File: config.mk
export PLATFORM = sky130hd
export DESIGN_NAME = dss_spread_encode
export DESIGN_NICKNAME = d
export VERILOG_FILES = /design/src/dss_pkg.sv /design/src/dss_scrambler.sv /design/src/dss_spread_encode.sv
export SDC_FILE = /design/constraint.sdc
export NUM_CORES = 1
export LEC_CHECK = 0
export ABC_AREA = 0
export BUFFER_PORTS_ARGS = -buffer_cell sky130_fd_sc_hd__buf_2
export CORE_ASPECT_RATIO = 0.7
export CORE_UTILIZATION = 55
export DETAILED_ROUTE_END_ITERATION = 8
export PLACE_DENSITY_LB_ADDON = 0.3
export SYNTH_ARGS = -nofsm -noshare
export SYNTH_HDL_FRONTEND = slang
export SYNTH_HIERARCHICAL = 1
export SYNTH_SLANG_ARGS = --single-unit
export TNS_END_PERCENT = 1
File: constraint.sdc
create_clock -name pclk -period 4.2 [get_ports pclk]
set_input_delay 0.84 -clock pclk [delete_from_list [all_inputs] [get_ports pclk]]
set_output_delay 0.84 -clock pclk [all_outputs]
set_load 0.02 [all_outputs]
File: src/dss_pkg.sv
// Purpose: shared constants and types for the spread/scramble/encode block
// Assumes: APB data 32 bits, register byte address = 4 * register index
// Notes: code length field values 0..3 stand for 11, 13, 15, 16 chips
package dss_pkg;

  // register indices; byte address is four times the index
  localparam logic [7:0] IDX_TX_LEN = 8'h04;
  localparam logic [7:0] IDX_TX_CODE_HI = 8'h0d;
  localparam logic [7:0] IDX_TX_CODE_LO = 8'h0e;
  localparam logic [7:0] IDX_SCR_SEED = 8'h0f;
  localparam logic [7:0] IDX_SCR_TAP = 8'h10;
  localparam logic [7:0] IDX_RX_CODE_1 = 8'h14;
  localparam logic [7:0] IDX_RX_CODE_2 = 8'h15;
  localparam logic [7:0] IDX_CTRL = 8'h3c;
  localparam logic [7:0] IDX_STATUS = 8'h3d;

  // field positions
  localparam int LEN_LSB = 5;
  localparam int CTRL_SCR_EN = 0;
  localparam int CTRL_DQPSK = 1;

  // values after reset
  localparam logic [7:0] RST_LEN = 8'h00;
  localparam logic [7:0] RST_CODE = 8'h00;
  localparam logic [6:0] RST_SEED = 7'h00;
  localparam logic [6:0] RST_TAP = 7'h48;
  localparam logic [1:0] RST_CTRL = 2'h1;

  // chips per symbol minus one (index of the first chip sent) for each length code
  localparam logic [3:0] CHIPS_11 = 4'ha;
  localparam logic [3:0] CHIPS_13 = 4'hc;
  localparam logic [3:0] CHIPS_15 = 4'he;
  localparam logic [3:0] CHIPS_16 = 4'hf;

  // differential phase steps in quarter turns, counterclockwise positive
  localparam logic [1:0] STEP_00 = 2'h0;
  localparam logic [1:0] STEP_01 = 2'h1;
  localparam logic [1:0] STEP_11 = 2'h2;
  localparam logic [1:0] STEP_10 = 2'h3;

  typedef enum logic {ST_IDLE, ST_SPREAD} dss_state_e;

  // one serial transmit bit and its frame position
  typedef struct packed {
    logic data;
    logic payload;
  } dss_txbit_s;

  // one chip leaving the modulator
  typedef struct packed {
    logic valid;
    logic i;
    logic q;
  } dss_chip_s;

endpackage

File: src/dss_scrambler.sv
// Purpose: self-synchronizing 7-bit scrambler / descrambler
// Assumes: step is a one-cycle strobe per data bit
// Notes: same polynomial division in both directions
`timescale 1ns/10ps
`default_nettype none
module dss_scrambler #(
  parameter bit DESCRAMBLE = 1'b0
) (
  // clock and reset
  input wire logic pclk,
  input wire logic presetn,
  // configuration
  input wire logic load,
  input wire logic [6:0] seed,
  input wire logic [6:0] taps,
  // data
  input wire logic step,
  input wire logic din,
  output logic dout
);

  logic [6:0] sr_q;
  logic [6:0] sr_d;
  wire fb = ^(sr_q & taps);
  // the quotient bit is the line bit in both directions
  wire line_bit = DESCRAMBLE ? din : (din ^ fb);

  assign dout = din ^ fb;
  // seed load wins over a step so a preset is never lost
  assign sr_d = load ? seed : (step ? {sr_q[5:0], line_bit} : sr_q);

  always_ff @(posedge pclk or negedge presetn)
  begin
    if (!presetn)
      sr_q <= 7'h00;
    else
      sr_q <= sr_d;
  end
endmodule // dss_scrambler
`default_nettype wire

File: src/dss_spread_encode.sv
// Purpose: scramble, differential encode and PN spread the transmit stream
// Assumes: one chip per pclk cycle; host holds tx bit until tx_ready_q
// Notes: APB slave with one wait state; receive descrambler beside it
//
// The APB register port and the register offsets were left to the implementer.
`timescale 1ns/10ps
`default_nettype none
module dss_spread_encode (
  // clock and reset
  input wire logic pclk,
  input wire logic presetn,
  // apb slave
  input wire logic psel,
  input wire logic penable,
  input wire logic pwrite,
  input wire logic [11:0] paddr,
  input wire logic [31:0] pwdata,
  output logic [31:0] prdata,
  output logic pready,
  output logic pslverr,
  // serial transmit bits from the host
  input wire logic tx_bit_valid,
  input wire dss_pkg::dss_txbit_s tx_bit,
  output logic tx_ready_q,
  // chip stream out
  output dss_pkg::dss_chip_s chip_q,
  // receive side
  input wire logic rx_line_valid,
  input wire logic rx_line_bit,
  output logic rx_data_valid_q,
  output logic rx_data_q,
  output logic [15:0] rx_despread_code_q
);

  ////////////////////////////////////////////////////////////////////////
  // apb register file

  logic [7:0] len_cfg_q, code_hi_q, code_lo_q, rx1_q, rx2_q;
  logic [6:0] seed_q, tap_q;
  logic [1:0] ctrl_q;
  logic pready_q, pslverr_q;
  logic [31:0] prdata_q;
  logic seed_load_q;
  dss_pkg::dss_state_e state_q;
  logic [1:0] phase_q;

  // byte address must be word aligned; index is the word number
  wire [7:0] idx = paddr[9:2];
  wire aligned = (paddr[1:0] == 2'h0) && (paddr[11:10] == 2'h0);
  wire access = psel && penable && !pready_q;
  wire wr_done = psel && penable && pready_q && pwrite && !pslverr_q;
  wire hit_len = aligned && idx == dss_pkg::IDX_TX_LEN;
  wire hit_hi = aligned && idx == dss_pkg::IDX_TX_CODE_HI;
  wire hit_lo = aligned && idx == dss_pkg::IDX_TX_CODE_LO;
  wire hit_seed = aligned && idx == dss_pkg::IDX_SCR_SEED;
  wire hit_tap = aligned && idx == dss_pkg::IDX_SCR_TAP;
  wire hit_rx1 = aligned && idx == dss_pkg::IDX_RX_CODE_1;
  wire hit_rx2 = aligned && idx == dss_pkg::IDX_RX_CODE_2;
  wire hit_ctrl = aligned && idx == dss_pkg::IDX_CTRL;
  wire hit_stat = aligned && idx == dss_pkg::IDX_STATUS;
  wire hit_any = hit_len | hit_hi | hit_lo | hit_seed | hit_tap | hit_rx1 | hit_rx2 |
    hit_ctrl | hit_stat;
  wire [31:0] rd_mux =
    hit_len ? {24'h0, len_cfg_q} :
    hit_hi ? {24'h0, code_hi_q} :
    hit_lo ? {24'h0, code_lo_q} :
    hit_seed ? {25'h0, seed_q} :
    hit_tap ? {25'h0, tap_q} :
    hit_rx1 ? {24'h0, rx1_q} :
    hit_rx2 ? {24'h0, rx2_q} :
    hit_ctrl ? {30'h0, ctrl_q} :
    hit_stat ? {29'h0, phase_q, state_q == dss_pkg::ST_SPREAD} : 32'h0;

  // answer one cycle into the access phase
  always_ff @(posedge pclk or negedge presetn)
  begin
    if (!presetn)
    begin
      pready_q <= 1'b0;
      pslverr_q <= 1'b0;
      prdata_q <= 32'h0;
    end
    else
    begin
      pready_q <= access;
      pslverr_q <= access && !hit_any;
      prdata_q <= (access && !pwrite) ? rd_mux : 32'h0;
    end
  end

  // write side; status is read only
  always_ff @(posedge pclk or negedge presetn)
  begin
    if (!presetn)
    begin
      len_cfg_q <= dss_pkg::RST_LEN;
      code_hi_q <= dss_pkg::RST_CODE;
      code_lo_q <= dss_pkg::RST_CODE;
      rx1_q <= dss_pkg::RST_CODE;
      rx2_q <= dss_pkg::RST_CODE;
      seed_q <= dss_pkg::RST_SEED;
      tap_q <= dss_pkg::RST_TAP;
      ctrl_q <= dss_pkg::RST_CTRL;
      seed_load_q <= 1'b0;
    end
    else
    begin
      if (wr_done && hit_len) len_cfg_q <= pwdata[7:0];
      if (wr_done && hit_hi) code_hi_q <= pwdata[7:0];
      if (wr_done && hit_lo) code_lo_q <= pwdata[7:0];
      if (wr_done && hit_rx1) rx1_q <= pwdata[7:0];
      if (wr_done && hit_rx2) rx2_q <= pwdata[7:0];
      if (wr_done && hit_seed) seed_q <= pwdata[6:0];
      if (wr_done && hit_tap) tap_q <= pwdata[6:0];
      if (wr_done && hit_ctrl) ctrl_q <= pwdata[1:0];
      seed_load_q <= wr_done && hit_seed;
    end
  end

  assign prdata = prdata_q;
  assign pready = pready_q;
  assign pslverr = pslverr_q;

  ////////////////////////////////////////////////////////////////////////
  // bit intake, scrambling and dibit forming

  logic nxt_full_q, nxt_half_q, nxt_b0_q;
  logic [1:0] nxt_dibit_q;
  logic [3:0] chip_idx_q, len_q;
  logic scr_out, rx_out;

  wire scr_en = ctrl_q[dss_pkg::CTRL_SCR_EN];
  // header and preamble never use the second bit
  wire two_bits = ctrl_q[dss_pkg::CTRL_DQPSK] && tx_bit.payload;
  wire take = tx_bit_valid && tx_ready_q && !nxt_full_q;
  wire line_bit = scr_en ? scr_out : tx_bit.data;
  wire completes = take && (!two_bits || nxt_half_q);
  wire sym_start = nxt_full_q && (state_q == dss_pkg::ST_IDLE || chip_idx_q == 4'h0);
  wire spread_end = state_q == dss_pkg::ST_SPREAD && chip_idx_q == 4'h0 && !nxt_full_q;
  wire nxt_full_d = sym_start ? 1'b0 : (completes ? 1'b1 : nxt_full_q);

  dss_scrambler #(
    .DESCRAMBLE(1'b0)
  ) u_tx_scr (
    .pclk(pclk),
    .presetn(presetn),
    .load(seed_load_q),
    .seed(seed_q),
    .taps(tap_q),
    .step(take && scr_en),
    .din(tx_bit.data),
    .dout(scr_out)
  );

  // receive path shares the algorithm, seed unused there
  dss_scrambler #(
    .DESCRAMBLE(1'b1)
  ) u_rx_scr (
    .pclk(pclk),
    .presetn(presetn),
    .load(1'b0),
    .seed(dss_pkg::RST_SEED),
    .taps(tap_q),
    .step(rx_line_valid && scr_en),
    .din(rx_line_bit),
    .dout(rx_out)
  );

  // one symbol of look-ahead keeps chips back to back
  always_ff @(posedge pclk or negedge presetn)
  begin
    if (!presetn)
    begin
      nxt_full_q <= 1'b0;
      nxt_half_q <= 1'b0;
      nxt_b0_q <= 1'b0;
      nxt_dibit_q <= 2'h0;
      tx_ready_q <= 1'b0;
    end
    else
    begin
      nxt_full_q <= nxt_full_d;
      tx_ready_q <= !nxt_full_d;
      if (take && two_bits && !nxt_half_q)
      begin
        nxt_half_q <= 1'b1;
        nxt_b0_q <= line_bit;
      end
      else if (completes)
      begin
        nxt_half_q <= 1'b0;
        // dbpsk repeats the bit: only 00 or 11
        nxt_dibit_q <= two_bits ? {nxt_b0_q, line_bit} : {line_bit, line_bit};
      end
    end
  end

  ////////////////////////////////////////////////////////////////////////
  // differential phase and pn spreading

  wire [3:0] len_sel =
    (len_cfg_q[dss_pkg::LEN_LSB +: 2] == 2'h0) ? dss_pkg::CHIPS_11 :
    (len_cfg_q[dss_pkg::LEN_LSB +: 2] == 2'h1) ? dss_pkg::CHIPS_13 :
    (len_cfg_q[dss_pkg::LEN_LSB +: 2] == 2'h2) ? dss_pkg::CHIPS_15 : dss_pkg::CHIPS_16;
  wire [1:0] step =
    (nxt_dibit_q == 2'h0) ? dss_pkg::STEP_00 :
    (nxt_dibit_q == 2'h1) ? dss_pkg::STEP_01 :
    (nxt_dibit_q == 2'h3) ? dss_pkg::STEP_11 : dss_pkg::STEP_10;
  wire [15:0] tx_code = {code_hi_q, code_lo_q};
  wire code_bit = tx_code[chip_idx_q];
  // phase index k stands for 45 + 90k degrees
  wire i_neg = phase_q[1] ^ phase_q[0];
  wire q_neg = phase_q[1];

  always_ff @(posedge pclk or negedge presetn)
  begin
    if (!presetn)
    begin
      state_q <= dss_pkg::ST_IDLE;
      phase_q <= 2'h0;
      len_q <= dss_pkg::CHIPS_11;
      chip_idx_q <= 4'h0;
    end
    else if (sym_start)
    begin
      state_q <= dss_pkg::ST_SPREAD;
      phase_q <= phase_q + step;
      len_q <= len_sel;
      chip_idx_q <= len_sel;
    end
    else if (spread_end)
      state_q <= dss_pkg::ST_IDLE;
    else if (state_q == dss_pkg::ST_SPREAD)
      chip_idx_q <= chip_idx_q - 4'h1;
  end

  // chip sign: code bit flips the symbol phasor
  always_ff @(posedge pclk or negedge presetn)
  begin
    if (!presetn)
      chip_q <= '0;
    else
    begin
      chip_q.valid <= state_q == dss_pkg::ST_SPREAD;
      chip_q.i <= code_bit ^ i_neg;
      chip_q.q <= code_bit ^ q_neg;
    end
  end

  // receive descrambler output and code for the correlator
  always_ff @(posedge pclk or negedge presetn)
  begin
    if (!presetn)
    begin
      rx_data_valid_q <= 1'b0;
      rx_data_q <= 1'b0;
      rx_despread_code_q <= 16'h0;
    end
    else
    begin
      rx_data_valid_q <= rx_line_valid;
      rx_data_q <= scr_en ? rx_out : rx_line_bit;
      rx_despread_code_q <= {rx1_q, rx2_q};
    end
  end
endmodule // dss_spread_encode
`default_nettype wire

[Word level (Yosys, flattened, before mapping)]
Cells that the tools add are included.
W data, S select, Z words.
Word-level totals
  flip-flop bits (word level): 115
  latch bits: 0
  bits in writable memories: 0
  bits in read-only memories: 0
  bits of input ports: 54
  logic and storage cells: 153
  memories kept: 0
Operators by class
  $add $sub $neg: 2
  multiply operators: 0
  div/mod/pow operators: 0
  $lt $le $gt $ge: 1
  eq/ne operators: 14
  shifts and indexed selects: 0
  multiplexer cells: 32
  bitwise operators: 17
  reductions and logical operators: 59
Operators by type and width (number)
  $mux W8: 8
  $logic_and A1 B1 Y1: 36
  $eq A8 B4 Y1 const B: 3
  $eq A8 B5 Y1 const B: 3
  $eq A8 B6 Y1 const B: 2
  $and A7 B7 Y7: 2
  $mux W7: 2
  $reduce_xor A7 Y1: 2
  $mux W4: 3
  $mux W1: 11
  $mux W3: 3
  $eq A8 B3 Y1 const B: 1
  $logic_not A1 Y1: 8
  $logic_not A2 Y1: 4
  $mux W2: 4
  $or A1 B1 Y1: 8
  $reduce_bool A2 Y1: 4
  $lt A4 B5 Y1 const B: 1
  $xor A1 B1 Y1: 5
  $bmux W1 S4: 1
  $eq A2 B1 Y1 const B: 2
  $eq A2 B2 Y1 const B: 2
  $logic_not A4 Y1: 1
  $reduce_and A2 Y1: 2
  other kinds (5): 7

[Longest topological paths before layout]
  depth in word-level cells: 13
  gate-level depth with buffers: 8
  gate-level depth less buffers: 7

[Cells and area by module]
The synthesis kept the hierarchy.
Modules (own cells, without submodules)
  dss_spread_encode: times used 1, cells each 394, area an instance 4744.6 um^2, sequential area each 2531.2 um^2
  dss_scrambler at u_rx_scr: times used 1, cells each 44, area an instance 420.4 um^2, sequential area each 175.2 um^2
  dss_scrambler at u_tx_scr: times used 1, cells each 44, area an instance 406.6 um^2, sequential area each 175.2 um^2

[Least setup slack after synthesis]
No wires, ideal clock.
  path kind: input to register
  start: input paddr[1]
  end: register code_hi_q[0]
  arrival time: 2.909 ns
  data required time: 4.075 ns
  setup slack: 1.166 ns
  stages on the path: 7
  path buffers: 2
  cells stage by stage: or4_4 > or2_1 > buf_2 > or4_1 > buf_2 > nor2_8 > mux2_2
Between the ends
  longest elaborated chain between the ends: 4
RTL lines
  from (decl): line dss_spread_encode.sv:16  | input wire logic [11:0] paddr,
  $logic_not A2 Y1: line dss_spread_encode.sv:49  | wire aligned = (paddr[1:0] == 2'h0) && (paddr[11:10] == 2'h0);
  $logic_and A1 B1 Y1: line dss_spread_encode.sv:49
  $logic_and A1 B1 Y1: line dss_spread_encode.sv:53  | wire hit_hi = aligned && idx == dss_pkg::IDX_TX_CODE_HI;
  $logic_and A1 B1 Y1: line dss_spread_encode.sv:109  | if (wr_done && hit_hi) code_hi_q <= pwdata[7:0];
  to (signal assigned): line dss_spread_encode.sv:97  | code_hi_q <= dss_pkg::RST_CODE;
  to (signal assigned): line dss_spread_encode.sv:109
  to (decl): line dss_spread_encode.sv:38  | logic [7:0] len_cfg_q, code_hi_q, code_lo_q, rx1_q, rx2_q;
Every way passes these cells.
A chain may end at the register's enable or synchronous reset.

[Worst setup path in the final report]
  start: input paddr[4]
  end: register len_cfg_q[1]
Between the ends
  longest elaborated chain between the ends: 3
RTL lines
  $eq A8 B3 Y1: line dss_spread_encode.sv:52  | wire hit_len = aligned && idx == dss_pkg::IDX_TX_LEN;
  $logic_and A1 B1 Y1: line dss_spread_encode.sv:52
  $logic_and A1 B1 Y1: line dss_spread_encode.sv:108  | if (wr_done && hit_len) len_cfg_q <= pwdata[7:0];
  to (signal assigned): line dss_spread_encode.sv:96  | len_cfg_q <= dss_pkg::RST_LEN;
  to (signal assigned): line dss_spread_encode.sv:108
  to (decl): line dss_spread_encode.sv:38
Every way passes these cells.

==> results.md <==
- Number of placed instances, taps included: 663
- Part of the cycle the worst path needs: between 70% and 80%
- Unrepaired setup endpoints after global routing: false
- Setup TNS after final layout: 0 ns
- Library cells used by synthesis: 59
- Layout cell share with drive strength beyond 1: a little under a third
- Number of nets with antenna violations after detailed routing: 0
- First-iteration detailed-routing DRC count: 400
- Iteration count of the initial detailed-routing pass: 6
- Clock latency on the worst-skew pair: 0.41 ns
- Vias in the first global route: approximately 4000
- Flip-flop cell with the highest count after synthesis: sky130_fd_sc_hd__dfrtp_1
- Flip-flop and latch count after synthesis: around 120
- Dominant cell type by area after synthesis: sky130_fd_sc_hd__dfrtp_1
- Share of the synthesized area in the top cell type: between 50% and 60%
- Biggest fanout along the worst timing path: 21
- Clock tree root buffer cell: sky130_fd_sc_hd__clkbuf_16
- Worst Setup Slack, final: around 1.1 ns
- Compound-gate portion of the synthesized area: 8.49%
- Quantity of I/O buffers inserted on ports: just over 60
- Rel. slew slack: between 40% and 50%
- Total global routing overflow: 0
- Post-layout power: 3.03 mW
- Transition time at the pin with the least slew margin: ~0.8 ns
- Total count of max-transition violations in the final report: 0
- Average wire length per cell after detail routing: about 18 um
- Vias per cell: about 5.7
- Post-cts repair resize count: 0
- Clock transition at the registers of the reported paths: around 0.05 ns
- Pre-CTS WS: 0.712 ns
- Area share of and/or/nand/nor cells after synthesis: 11.9%
- Top post-synthesis cells by area: sky130_fd_sc_hd__dfrtp_1, sky130_fd_sc_hd__mux2_2, sky130_fd_sc_hd__mux2i_1, sky130_fd_sc_hd__nand2_1, sky130_fd_sc_hd__buf_4
- Average cell area after synthesis: around 12 sq um
- Cell Count, Final, Fillers Out: about 700
- Highest clock frequency the design can meet: 0.320 GHz
- Number of warnings reported in the yosys synthesis log: 6
- Worst path cell trace: buf_2 > or4b_1 > or4_1 > nor2_2 > mux2_2
- Proportion of synthesized area in mux cells: around 18%
- Hold crit path type: flop to flop
- Clock tree from TritonCTS: done
- Asr flop ratio synth: 100%
- Post-CTS Repair Setup Buffers: 0
- Top-level I/O count: between 100 and 150
- Cell count after synthesis: 482
- Num rows: 30
- Post-synthesis share of cell area spent on full adders, half adders and majority gates: less than 1%
- Die outline height: 86.2 um
- Outcome: complete, no violations
- Starting Density: a little under three fifths
- TritonCTS Sinks: around 120
- GRT Total Usage: between 20% and 30%
- Fin. Hold Viols: 0
- Core utilization of the finished layout: around two thirds
- Chip width: 122 um
- Min Hold Slack: roughly 0.4 ns
- Startpoint Class: input port
- Maximum clock skew at final layout: 0.00829 ns
- Dominant cell by count in the synthesized netlist: sky130_fd_sc_hd__dfrtp_1
- Maxcap violations: 0
- Xor-xnor portion of the synthesized cell area: ~3.3%
- Total cell area at the placement stage: between 0.005 and 0.006 sq mm
- Total wirelength of the detailed-routed design: 12.8 mm
- CTS buffer count: 17
- Cell area after layout: between 0.006 and 0.007 sq mm
- Number of nets in the layout: 612
- Pwr/cell area: ~470 mW/mm^2
- Number of synthesized flops with an enable pin: 0
- Floorplan Core Area: 0.00976 sq mm
- Classification of the worst setup path: input port to flop
- Vias after detailed routing: between 3000 and 4000
- Dominant combinational cell family by area after synthesis: multiplexers
- Antenna cells: 0
- HPWL after DPL: 9.02 mm
- Arrival @ worst endpoint: 3.41 ns
- Number of buffers added to fix hold violations after cts: 0
- Post-route DRC: 0
- Bufs on Longest Clock Path: 2
- Routability cong.: roughly 0.93
- Synth-to-Final Area Change: 16.2%
- Sort of element at the end of the critical path: flop
- Initial antenna violation count: 0
- Netlist area before placement: between 0.005 and 0.006 sq mm
- CP Data Required Time: around 4.5 ns
- Global-route wire length before repair: 20.4 mm
- Delay of the slowest critical-path stage: ~0.73 ns
- Maximum number of pins on one net before global-route repair: 66
- Endpoints failing setup: 0
- Lkg Pwr: between 3 and 4 nW
- Area of the die: around 0.011 sq mm
- Slowest stage cell, crit path: sky130_fd_sc_hd__or4_1
- CTS H-Tree Depth: 4
- Register area share after synthesis: roughly 52%
- Top cells by count, synth: sky130_fd_sc_hd__dfrtp_1, sky130_fd_sc_hd__mux2_2, sky130_fd_sc_hd__nand2_1
- Maximum VDD drop: ~0.29 mV
- Final min period: 3.12 ns
registers in the layout, summed over array words and instances (netlist names), 2 cells and up:
name                count
ctrl_q                  2
rx2_q                   8
chip_q                  3
code_hi_q               8
phase_q                 2
tap_q                   7
code_lo_q               8
chip_idx_q              4
nxt_dibit_q             2
u_tx_scr/sr_q           7
prdata                  8
u_rx_scr/sr_q           7
rx_despread_code_q     16
seed_q                  7
len_cfg_q               8
rx1_q                   8
final cells by class:
class                   count  area (sq um)
repair buffers             64           330
well taps                 128           160
flip-flops and latches    115          2880
clock inverters             5          50.0
clock buffers              27           503
fillers                   768          3290
multi-input cells         346          2510
inverters                  10          37.5
where the power goes:
part | leakage [nW] | internal (mW) | switching (mW) | total (mW)
Sequential | 1.51 | 1.19 | 0.0939 | 1.28
Combinational | 1.28 | 0.163 | 0.253 | 0.416
Clock | 0.275 | 0.870 | 0.466 | 1.34
Total | 3.07 | 2.22 | 0.813 | 3.03
cell families after synthesis:
group,after synthesis
compound gates,74
xor+xnor,19
fa+ha+maj,4
buf+inv,56
flops,115
mux,88
other cells,1
simple gates,125
per-layer routing:
metal	track usage, %	vias to the layer above	wire [um]
met5	0	-	0
met3	7.37	28	1080
met1	38.9	1949	5910
li1	-	1798	-
met2	37.1	179	5540
met4	11.2	0	281
final timing paths:
check	start	endpoint	slack (ns)	depth (start not counted)
min in group asynchronous	presetn	rx2_q[3]	0.53	1
min reg2reg	rx1_q[7]	rx_despread_code_q[15]	0.40	0
max	paddr[4]	len_cfg_q[1]	1.08	5
max reg2reg	pready	rx2_q[6]	1.76	5
max in group asynchronous	presetn	code_hi_q[5]	2.79	2
min	rx1_q[7]	rx_despread_code_q[15]	0.40	0
layout by cell type, fill, tap and decap left out, types with 13 or more instances in the layout:
cell type                   synthesis  layout
sky130_fd_sc_hd__a21oi_1           13      13
sky130_fd_sc_hd__o21ai_0           24      24
sky130_fd_sc_hd__dfrtp_1          112     112
sky130_fd_sc_hd__nand2_1           51      51
sky130_fd_sc_hd__nor2_1            17      17
sky130_fd_sc_hd__mux2_2            60      60
sky130_fd_sc_hd__mux2i_1           24      24
sky130_fd_sc_hd__buf_2              6      60
sky130_fd_sc_hd__conb_1             1      36
sky130_fd_sc_hd__clkbuf_16          0      17
worst max-delay path, delay by kind of cell:
kind                   cells  cell delay (ns)
buffers and inverters      1             0.37
multiplexers               1             0.39
AND/OR/NAND/NOR            3             1.80
Note: power is estimated with default switching activity, not from simulation.
